<file path="config.mk">
export PLATFORM = sky130hd
export DESIGN_NAME = qsg_status
export DESIGN_NICKNAME = d
export VERILOG_FILES = /design/src/qsg_pkg.sv /design/src/qsg_status.sv
export SDC_FILE = /design/constraint.sdc
export NUM_CORES = 1
export LEC_CHECK = 0
export BUFFER_PORTS_ARGS = -buffer_cell sky130_fd_sc_hd__buf_4
export CAP_MARGIN = 20
export CORE_ASPECT_RATIO = 0.5
export CORE_MARGIN = 4
export CORE_UTILIZATION = 55
export DETAILED_ROUTE_END_ITERATION = 10
export PLACE_DENSITY = 0.77
export SYNTH_ARGS = -nofsm -noshare
export SYNTH_HDL_FRONTEND = slang
export SYNTH_SLANG_ARGS = --single-unit
export TNS_END_PERCENT = 1
</file>
<file path="constraint.sdc">
create_clock -name clock -period 2.69 [get_ports clock]
set_input_delay 0.1345 -clock clock [delete_from_list [all_inputs] [get_ports clock]]
set_output_delay 0.1345 -clock clock [all_outputs]
set_load 0.03 [all_outputs]
</file>
<file path="src/qsg_pkg.sv">
// Constants shared by the questionable status group block
package qsg_pkg;
    localparam int unsigned        W          = 16;
    localparam int unsigned        AW         = 8;
    localparam int unsigned        NPH        = 3;
    // ----------------------------------------------------------------
    // Register word addresses
    // ----------------------------------------------------------------
    localparam logic [AW-1:0]      A_QCOND    = 8'h00;
    localparam logic [AW-1:0]      A_QEVT     = 8'h01;
    localparam logic [AW-1:0]      A_QEN      = 8'h02;
    localparam logic [AW-1:0]      A_QPTR     = 8'h03;
    localparam logic [AW-1:0]      A_QNTR     = 8'h04;
    localparam logic [AW-1:0]      A_ICOND    = 8'h05;
    localparam logic [AW-1:0]      A_IEVT     = 8'h06;
    localparam logic [AW-1:0]      A_IEN      = 8'h07;
    localparam logic [AW-1:0]      A_IPTR     = 8'h08;
    localparam logic [AW-1:0]      A_INTR     = 8'h09;
    // Per-phase banks: base + phase index 1..3
    localparam logic [AW-1:0]      A_PEVT     = 8'h10;
    localparam logic [AW-1:0]      A_PCOND    = 8'h14;
    localparam logic [AW-1:0]      A_PPTR     = 8'h18;
    localparam logic [AW-1:0]      A_PNTR     = 8'h1c;
    localparam logic [AW-1:0]      A_CMD      = 8'h20;
    // ----------------------------------------------------------------
    // Command register bits and values
    // ----------------------------------------------------------------
    localparam int unsigned        CMD_CLS    = 0;
    localparam int unsigned        CMD_PRESET = 1;
    localparam int unsigned        CMD_RESET  = 2;
    localparam logic [W-1:0]       ZERO       = 16'h0000;
    localparam logic [W-1:0]       ALL_ONES   = 16'hffff;
endpackage

</file>
<file path="src/qsg_status.sv">
// Questionable status, instrument and per-phase summary event groups
//
// Local design decisions: the register addresses and the plain strobed port.
`timescale 1ns/1ps
`default_nettype none

// Notes on behaviour
// Summary bit high while any questionable event bit and its enable bit are set.
// Masks and filters are plain binary sums and reset to zero.
// Clear-status zeroes event registers, enables untouched.
// Negative filter bit one: falling condition bit sets event bit.
// Positive filter bit one: rising condition bit sets event bit.
// Both filter bits one: any change sets the event bit.
// Both filter bits zero: changes never set the event bit.
// Preset zeroes enables, sets positive filters, zeroes negative filters.
// Reads return the binary-weighted value of the addressed register.
// Instrument event register is read-only, latches filtered events, clears on read.
// Reset command keeps events, but latches events the reset itself causes.
// Instrument condition register is read-only, live, and unchanged by reads.
// A condition bit clears as soon as its condition goes away.
// Reset command clears conditions except those still present afterwards.
// Instrument enable gates instrument events onto the summary bit.
// Instrument filters sit between its condition and event registers, same polarity.
// Three per-phase summary event registers, selected by index one to three.
// Each per-phase event register is read-only and clears alone when read.
// Preset loads positive filters with all sixteen bits set.
// Top-level event register is read-only, latches filtered events, clears on read.
// All registers are sixteen bits with bits aligned within a group.
module qsg_status (
    input  wire logic                     clock,
    input  wire logic                     rst,
    input  wire logic [qsg_pkg::AW-1:0]   addr,
    input  wire logic [qsg_pkg::W-1:0]    wdata,
    input  wire logic                     wr,
    input  wire logic                     rd,
    output logic      [qsg_pkg::W-1:0]    rdata,
    input  wire logic [qsg_pkg::W-1:0]    questionable_summary_bit_cond_in,
    input  wire logic [qsg_pkg::W-1:0]    inst_cond_in,
    input  wire logic [qsg_pkg::W-1:0]    phase1_cond_in,
    input  wire logic [qsg_pkg::W-1:0]    phase2_cond_in,
    input  wire logic [qsg_pkg::W-1:0]    phase3_cond_in,
    output logic                          questionable_summary_bit
);

    // ----------------------------------------------------------------
    // State
    // ----------------------------------------------------------------
    typedef logic [qsg_pkg::W-1:0] qsg_word_t;

    typedef struct packed {
        qsg_word_t                        qcond;
        qsg_word_t                        qevt;
        qsg_word_t                        qen;
        qsg_word_t                        qptr;
        qsg_word_t                        qntr;
        qsg_word_t                        icond;
        qsg_word_t                        ievt;
        qsg_word_t                        ien;
        qsg_word_t                        iptr;
        qsg_word_t                        intr;
        logic [3:1][qsg_pkg::W-1:0]       pcond;
        logic [3:1][qsg_pkg::W-1:0]       pevt;
        logic [3:1][qsg_pkg::W-1:0]       pptr;
        logic [3:1][qsg_pkg::W-1:0]       pntr;
        qsg_word_t                        rdata;
        logic                             summary;
    } qsg_state_t;

    qsg_state_t                           state_ff;
    qsg_state_t                           nxt_state;
    logic [3:1][qsg_pkg::W-1:0]           phase_in;
    logic                                 cmd_wr;
    logic                                 do_cls;
    logic                                 do_preset;
    logic                                 do_reset;

    // ----------------------------------------------------------------
    // Helpers
    // ----------------------------------------------------------------
    // New events OR into the held value after any clear, so an edge in the
    // clearing cycle survives.
    function automatic qsg_word_t evt_next(
        input qsg_word_t evt,
        input logic      clr,
        input qsg_word_t cur,
        input qsg_word_t nxt,
        input qsg_word_t ptr,
        input qsg_word_t ntr
    );
        qsg_word_t held;
        held = clr ? qsg_pkg::ZERO : evt;
        return held | (nxt & ~cur & ptr)
                    | (cur & ~nxt & ntr);
    endfunction

    // Phase index 1..3 within a four-word bank; index 0 is unmapped.
    function automatic logic in_bank(
        input logic [qsg_pkg::AW-1:0] a,
        input logic [qsg_pkg::AW-1:0] base
    );
        return (a[qsg_pkg::AW-1:2] == base[qsg_pkg::AW-1:2]) && (a[1:0] != 2'h0);
    endfunction

    assign phase_in[1] = phase1_cond_in;
    assign phase_in[2] = phase2_cond_in;
    assign phase_in[3] = phase3_cond_in;

    assign cmd_wr    = wr && (addr == qsg_pkg::A_CMD);
    assign do_cls    = cmd_wr && wdata[qsg_pkg::CMD_CLS];
    assign do_preset = cmd_wr && wdata[qsg_pkg::CMD_PRESET];
    assign do_reset  = cmd_wr && wdata[qsg_pkg::CMD_RESET];

    // ----------------------------------------------------------------
    // Next state
    // ----------------------------------------------------------------
    always_comb begin
        logic [1:0] ph;
        logic       rd_q;
        logic       rd_i;
        nxt_state = state_ff;
        ph        = addr[1:0];
        rd_q      = rd && (addr == qsg_pkg::A_QEVT);
        rd_i      = rd && (addr == qsg_pkg::A_IEVT);

        // Conditions follow their sources; a reset command drops them for one
        // cycle, and any still present return on the next.
        nxt_state.qcond = do_reset ? qsg_pkg::ZERO : questionable_summary_bit_cond_in;
        nxt_state.icond = do_reset ? qsg_pkg::ZERO : inst_cond_in;

        // Events: reset command edges pass through the filters like any other
        nxt_state.qevt = evt_next(state_ff.qevt, do_cls || rd_q, state_ff.qcond,
                                  nxt_state.qcond, state_ff.qptr, state_ff.qntr);
        nxt_state.ievt = evt_next(state_ff.ievt, do_cls || rd_i, state_ff.icond,
                                  nxt_state.icond, state_ff.iptr, state_ff.intr);

        for (int p = 1; p <= qsg_pkg::NPH; p++) begin
            nxt_state.pcond[p] = do_reset ? qsg_pkg::ZERO : phase_in[p];
            nxt_state.pevt[p]  = evt_next(state_ff.pevt[p],
                                          do_cls || (rd && in_bank(addr, qsg_pkg::A_PEVT)
                                                     && (int'(ph) == p)),
                                          state_ff.pcond[p], nxt_state.pcond[p],
                                          state_ff.pptr[p], state_ff.pntr[p]);
        end

        // Writable masks and filters; event and condition words ignore writes
        if (wr && addr == qsg_pkg::A_QEN) begin
            nxt_state.qen = wdata;
        end else if (wr && addr == qsg_pkg::A_QPTR) begin
            nxt_state.qptr = wdata;
        end else if (wr && addr == qsg_pkg::A_QNTR) begin
            nxt_state.qntr = wdata;
        end else if (wr && addr == qsg_pkg::A_IEN) begin
            nxt_state.ien = wdata;
        end else if (wr && addr == qsg_pkg::A_IPTR) begin
            nxt_state.iptr = wdata;
        end else if (wr && addr == qsg_pkg::A_INTR) begin
            nxt_state.intr = wdata;
        end else if (wr && in_bank(addr, qsg_pkg::A_PPTR)) begin
            nxt_state.pptr[ph] = wdata;
        end else if (wr && in_bank(addr, qsg_pkg::A_PNTR)) begin
            nxt_state.pntr[ph] = wdata;
        end

        if (do_preset) begin
            nxt_state.qen  = qsg_pkg::ZERO;
            nxt_state.ien  = qsg_pkg::ZERO;
            nxt_state.qptr = qsg_pkg::ALL_ONES;
            nxt_state.iptr = qsg_pkg::ALL_ONES;
            nxt_state.qntr = qsg_pkg::ZERO;
            nxt_state.intr = qsg_pkg::ZERO;
            for (int p = 1; p <= qsg_pkg::NPH; p++) begin
                nxt_state.pptr[p] = qsg_pkg::ALL_ONES;
                nxt_state.pntr[p] = qsg_pkg::ZERO;
            end
        end

        // Read data returns the value before any clear-on-read takes effect
        nxt_state.rdata = qsg_pkg::ZERO;
        if (rd) begin
            if (addr == qsg_pkg::A_QCOND) begin
                nxt_state.rdata = state_ff.qcond;
            end else if (addr == qsg_pkg::A_QEVT) begin
                nxt_state.rdata = state_ff.qevt;
            end else if (addr == qsg_pkg::A_QEN) begin
                nxt_state.rdata = state_ff.qen;
            end else if (addr == qsg_pkg::A_QPTR) begin
                nxt_state.rdata = state_ff.qptr;
            end else if (addr == qsg_pkg::A_QNTR) begin
                nxt_state.rdata = state_ff.qntr;
            end else if (addr == qsg_pkg::A_ICOND) begin
                nxt_state.rdata = state_ff.icond;
            end else if (addr == qsg_pkg::A_IEVT) begin
                nxt_state.rdata = state_ff.ievt;
            end else if (addr == qsg_pkg::A_IEN) begin
                nxt_state.rdata = state_ff.ien;
            end else if (addr == qsg_pkg::A_IPTR) begin
                nxt_state.rdata = state_ff.iptr;
            end else if (addr == qsg_pkg::A_INTR) begin
                nxt_state.rdata = state_ff.intr;
            end else if (in_bank(addr, qsg_pkg::A_PEVT)) begin
                nxt_state.rdata = state_ff.pevt[ph];
            end else if (in_bank(addr, qsg_pkg::A_PCOND)) begin
                nxt_state.rdata = state_ff.pcond[ph];
            end else if (in_bank(addr, qsg_pkg::A_PPTR)) begin
                nxt_state.rdata = state_ff.pptr[ph];
            end else if (in_bank(addr, qsg_pkg::A_PNTR)) begin
                nxt_state.rdata = state_ff.pntr[ph];
            end
        end

        // Summary follows the new event and enable words on the same edge
        nxt_state.summary = |(nxt_state.qevt & nxt_state.qen)
                          | |(nxt_state.ievt & nxt_state.ien);
    end

    // ----------------------------------------------------------------
    // Registers
    // ----------------------------------------------------------------
    always_ff @(posedge clock) begin
        if (rst) begin
            state_ff <= '0;
        end else begin
            state_ff <= nxt_state;
        end
    end

    assign rdata                    = state_ff.rdata;
    assign questionable_summary_bit = state_ff.summary;

endmodule

`default_nettype wire

</file>
### Word-level counts from Yosys, hierarchy flattened

Cells that the tools add are included.

| storage, ports and cells | value |
|---|---|
| flip-flop bits (word level) | 369 |
| output and inout port bits | 17 |
| logic and storage cells | 204 |

| cells by class | value |
|---|---|
| $lt $le $gt $ge | 2 |
| equal/unequal tests | 23 |
| muxes and demuxes | 61 |
| bitwise operators | 51 |
| reductions and logical operators | 43 |

Operators with widths:

| operator | count |
|---|---|
| $mux W96 | 7 |
| $mux W16 | 37 |
| $mux W48 | 8 |
| $and A16 B16 Y16 | 22 |
| $not A16 Y16 | 10 |
| $or A16 B16 Y16 | 10 |
| $bmux W16 S2 | 4 |
| $bwmux W48 | 2 |
| $mux W32 | 2 |
| $demux W16 S2 | 1 |
| $eq A8 B3 Y1 const B | 4 |
| $reduce_or A16 Y1 | 2 |
| $eq A6 B3 Y1 const B | 4 |
| $logic_and A1 B1 Y1 | 23 |
| $eq A8 B2 Y1 const B | 2 |
| $eq A8 B4 Y1 const B | 2 |
| $ne A2 B2 Y1 const B | 6 |
| $eq A8 B1 Y1 const B | 1 |
| $eq A8 B6 Y1 const B | 1 |
| $logic_not A8 Y1 | 1 |
| $not A1 Y1 | 8 |
| $reduce_and A8 Y1 | 1 |
| $reduce_bool A2 Y1 | 4 |
| $reduce_and A7 Y1 | 1 |
| 11 further kinds | 17 |

### Logic depth before layout (Yosys ltp)

| logic depth | value |
|---|---|
| depth after elaboration | 16 |
| gate-level depth with buffers | 12 |
| mapped depth without buffers | 8 |

### Worst setup path before layout

Ideal clock, no wire load.

| timing | value |
|---|---|
| path type | input port to flip-flop |
| start point | input port addr[3] (netlist name) |
| end point | register state_ff, in the netlist questionable_summary_bit |
| setup time | 0.134 ns |
| data arrival time | 2.843 ns |
| data required time | 2.556 ns |
| path slack | -0.287 ns |
| stages | 11 |
| path buffers | 3 |
| cells stage by stage | buf_6 > or4_4 > buf_6 > or4b_4 > buf_6 > and4b_1 > a211oi_1 > o22ai_1 > or4_4 > a2111oi_4 > a31oi_1 |

| between the ends | value |
|---|---|
| longest elaborated chain between the ends | 11 |
| elaborated cells between the ends (all ways) | 49 |

RTL lines:

| element | line | text |
|---|---|---|
| start: declaration | qsg_status.sv:32 | `input wire logic [qsg_pkg::AW-1:0] addr,` |
| $eq A8 B6 Y1 | qsg_status.sv:108 | `assign cmd_wr = wr && (addr == qsg_pkg::A_CMD);` |
| $logic_and A1 B1 Y1 | qsg_status.sv:108 |  |
| $logic_and A1 B1 Y1 | qsg_status.sv:111 | `assign do_reset = cmd_wr && wdata[qsg_pkg::CMD_RESET];` |
| $mux W16, on equally long branches | qsg_status.sv:127, qsg_status.sv:128 |  |
| $and A16 B16 Y16 or $not A16 Y16 (tied branches) | qsg_status.sv:92, qsg_status.sv:93 |  |
| $and A16 B16 Y16, on equally long branches | qsg_status.sv:92, qsg_status.sv:93 |  |
| $or A16 B16 Y16 or $and A16 B16 Y16 (tied branches) | qsg_status.sv:92, qsg_status.sv:93 |  |
| $or A16 B16 Y16 | qsg_status.sv:93 | `\| (cur & ~nxt & ntr);` |
| $and A16 B16 Y16, on equally long branches | qsg_status.sv:212, qsg_status.sv:213 |  |
| $reduce_or A16 Y1, on equally long branches | qsg_status.sv:212, qsg_status.sv:213 |  |
| $or A1 B1 Y1 * | qsg_status.sv:213 | `\| \|(nxt_state.ievt & nxt_state.ien);` |
| end signal: assignment | qsg_status.sv:223 | `state_ff <= nxt_state;` |
| end: declaration | qsg_status.sv:69 | `qsg_state_t state_ff;` |

Mark *: on every way between the ends. The rest lies on a longest branch, timed or not. The select of a mux whose other input is x is not followed.
A chain may end at the register's enable or synchronous reset.

### Worst setup path after layout

| timing | value |
|---|---|
| start point | input port addr[0] (netlist name) |
| end point | register state_ff, in the netlist questionable_summary_bit |

Same word-level chain as after synthesis.

==> flow_summary_export.csv <==
group,metric,value,unit
setup_path,worstPathCellList,"buf_4, or4bb_4, or4b_4, buf_4, and4b_1, a211oi_2, o22ai_1, or4_4, a2111oi_4, a31oi_1",
job,cap_violations,0,
global_routing,grt_max_degree,81,
yosys,seq_area_frac_synth,0.438,
power,intPower,8.87,mW
timing,setup_tns,0,ns
timing,slew_headroom,0.489,
global_routing,track_usage,0.370,
finish,syn_to_final_growth,27.3,%
setup_path,ff2ff_path_depth,9,
placed_design,port_buffers,124,
yosys,synth_top_family_by_area,"simple AND/OR/NAND/NOR gates",
yosys,synth_xor_area_frac,0,
yosys,synth_cells,1954,
cts,htree_levels,2,
finish,nFillCells,2285,
setup_path,crit_buf_inv,2,
timing,finClkSkew,0.0255,ns
yosys,muxShareOfSynthArea,0.0936,
setup_path,cp.arrival,3.04,ns
cts,cts.path.max_buffers,3,
routing,antenna_left,0,
setup_path,max_stage_delay,0.64,ns
cts,cts-root-buf,"clkbuf_16",
yosys,ys_seq_elements,369,
power,swShare,0.240,
cts,clk_pin_slew,0.07,ns
global_routing,grtUsageMet2,0.546,
setup_path,cp-end-kind,"register",
timing,fmax,380,MHz
yosys,synthArstFlopShare,0,
routing,vias,17434,
yosys,avgSynthCellArea,8.64,um2
yosys,synthesis.nets,2062,
yosys,synth-edff-count,0,
routing,drtIter0Drc,2818,
timing,finalCritPeriodShare,0.977,
routing,drc,0,
yosys,yosysWarnings,0,
setup_path,slowest_stage,"or4b_4",
finish,layout-drive-gt1-share,0.208,
setup_path,start_kind,"primary input",
setup_path,r2r_slack,0.42,ns
power,clock_power_share,0.440,
yosys,synth_fa_ha_area_frac,0,
power,powerDensity,543,nW/um2
timing,setup_viol,0,
power,sequentialPowerShare,0.480,
power,p_switching,2.80,mW
timing,fin_crit,2.63,ns
placed_design,dp_slack,-0.568,ns
setup_path,cp-startpoint,"addr[0]",
floorplan,start_util,0.557,
setup_path,required,3.10,ns
routing,route.final.wire_length,65500,um
setup_path,path_class,"in -> reg",
floorplan,std_cell_rows,45,
floorplan,dieArea,33700,um2
outcome,outcome,"completed",
global_routing,grt_pass1_vias,16356,
yosys,yosysUniqueCellTypes,63,
routing,firstDrtPassIters,6,
power,leakagePower,8.72,nW
setup_path,endpoint,"questionable_summary_bit",
setup_path,critPathMaxFanout,8,
floorplan,chipHeight,132,um
cts,cts.sinks,369,
setup_path,cp.depth,10,
timing,setup_ws,0.0611,ns
timing,rsz0062_at_grt,"no",
placed_design,gp_congestion,1.03,
timing,final_max_slew_viol_count,0,
power,peakVddDrop,0.473,mV
setup_path,path_delay_family,"simple AND/OR/NAND/NOR gates",
global_routing,globalRouteOverflowTotal,0,
floorplan,fp.coreArea,30300,um2
cts,cts_setup_buffers,0,
timing,hold_viol,0,
floorplan,pin_count,125,
cts,clk_latency,0.55,ns
global_routing,antenna_found_initial,1,
setup_path,r2r-start,"state_ff[55]",
global_routing,top_usage_layer,"met2",
timing,tightest_slew,0.766,ns
cts,cts_tree,"built",
yosys,synth_area,16900,um2
setup_path,r2r-end,"rdata[6]",
cts,numCtsBuffers,34,
yosys,synthFlopType,"dfxtp_1",
global_routing,grt_first_pass_wirelength,98400,um
power,combinationalPowerShare,0.080,
setup_path,cp_common_cell,"buf_4",
finish,nets,2337,
yosys,synth-compound-area-share,0.200,
global_routing,met3_usage,0.107,
placed_design,dp_hpwl,44100,um
floorplan,die_x,256,um
routing,avgViaCountPerCell,6.58,
global_routing,met1_usage,0.524,
routing,avgRoutedWirePerCell,24.7,um
yosys,yosys.area_share.simple,0.222,
hold_path,hp-class,"in -> reg",
==> how the worst min path moves through the flow <==
stage | from | end | slack, ns | depth (start not counted)
6_report | wdata[0] | state_ff[289] | 0.12 | 4
3_5_place_dp | questionable_summary_bit_cond_in[3] | state_ff[356] | 0.36 | 2
5_1_grt | wdata[0] | state_ff[209] | 0.12 | 4
2_1_floorplan | phase1_cond_in[0] | state_ff[161] | 0.26 | 1
3_3_place_gp | phase1_cond_in[1] | state_ff[162] | 0.35 | 2
4_1_cts | wdata[0] | state_ff[289] | 0.1 | 4
==> stage by stage <==
stage	util	hold slack (ns)	power, mW	instances	area, um2
after detailed placement	0.639	0.357	6.50	2497	19400
after global placement	0.639	0.355	6.49	2497	19400
final	0.709	0.122	11.7	2651	21500
after floorplan	-	0.256	6.08	1954	16900
after CTS	0.709	0.0963	11.6	2650	21500
after global routing	0.709	0.119	11.9	2651	21500
==> synth_stat cells, drive strengths merged (4+ instances only) <==
master / n / share of area
or4: 5 / 0.0027
o21ai: 31 / 0.0092
and2: 86 / 0.032
nor2: 187 / 0.042
a211oi: 63 / 0.028
nand3: 57 / 0.017
nor2b: 6 / 0.0022
o22ai: 23 / 0.0085
a221oi: 64 / 0.033
clkbuf: 148 / 0.033
nor3: 54 / 0.017
mux2i: 88 / 0.052
and4b: 29 / 0.017
a31oi: 63 / 0.023
dfxtp: 369 / 0.44
nand4b: 48 / 0.025
o211ai: 10 / 0.0044
o32a: 6 / 0.0036
o32ai: 6 / 0.0031
mux2: 62 / 0.041
a21oi: 135 / 0.040
inv: 8 / 0.0018
buf: 33 / 0.012
o221ai: 10 / 0.0052
a22o: 5 / 0.0026
nor4: 5 / 0.0022
a22oi: 52 / 0.023
nand2: 254 / 0.056
nand2b: 7 / 0.0026
and3: 4 / 0.0015
==> power groups by stage <==
| stage | registers (mW) | logic [mW] | clock network, mW |
|---|---|---|---|
| 4_1_cts | 5.59 | 0.901 | 5.11 |
| 3_3_place_gp | 5.71 | 0.778 | 0 |
| 5_1_grt | 5.60 | 0.975 | 5.37 |
| 6_report | 5.60 | 0.939 | 5.14 |
| 2_1_floorplan | 5.69 | 0.382 | 0 |
| 3_5_place_dp | 5.71 | 0.787 | 0 |
==> registers in the layout, indices dropped and copies added, names as in the netlist <==
register and flops:
rdata 16, state_ff 352, questionable_summary_bit 1
==> area by class of cell <==
type / instances / area [um2] / area share
Multi-Input combinational cell: 1396 / 8820 / 0.410
Sequential cell: 369 / 7390 / 0.344
Timing Repair Buffer: 420 / 3610 / 0.168
Clock buffer: 50 / 1020 / 0.0476
Tap cell: 399 / 499 / 0.0232
Clock inverter: 8 / 121 / 0.00565
Inverter: 8 / 30.0 / 0.00140
Antenna cell: 1 / 2.50 / 0.000116
==> per-layer routing <==
metal | part of all wire | wire length [um] | vias up
met5 | 0 | 0 | -
met3 | 0.14 | 9220 | 205
met1 | 0.41 | 26900 | 8250
li1 | - | - | 7705
met4 | 0.034 | 2200 | 0
met2 | 0.41 | 27200 | 1274
==> worst min-delay path: cells and delay by family <==
| family | cells | cell delay [ns] |
|---|---|---|
| simple gates | 1 | 0.08 |
| buf+inv | 2 | 0.34 |
| compound gates | 1 | 0.05 |
==> cells by family (layout without fill, tap and decap cells) <==
logic type | Yosys count | count (layout)
buffers and inverters | 189 | 486
other | 0 | 1
AOI/OAI and AO/OA | 494 | 494
DFF | 369 | 369
and+or+nand+nor | 752 | 752
muxes | 150 | 150
==> timing repair <==
action	in CTS	in global routing
pin swaps	0	0
resized for setup	1	3
cloned	0	0
hold buffers	95	0
endpoints found under the setup margin	1	2
endpoints found under the hold margin	175	0
==> placed cells by master (no fill, tap or decap), types with 4 or more instances in the layout <==
cell           instances
dfxtp_1              369
buf_4                307
nand2_1              254
nor2_1               187
a21oi_1              133
dlygate4sd3_1         95
mux2i_1               88
and2_1                86
a221oi_1              64
a31oi_1               62
mux2_2                62
nand3_1               57
a211oi_1              53
a22oi_1               52
nor3_1                51
nand4b_1              48
clkbuf_16             35
o21ai_0               30
and4b_1               29
o22ai_1               23
buf_12                17
a211oi_2              10
o221ai_1              10
o211ai_1              10
clkbuf_8               9
inv_1                  8
nand2b_1               6
o32a_1                 6
clkbuf_1               6
nor2b_1                5
a22o_1                 5
o32ai_1                5
nor4_1                 4
and3_1                 4
(Power assumes the default switching activity.)
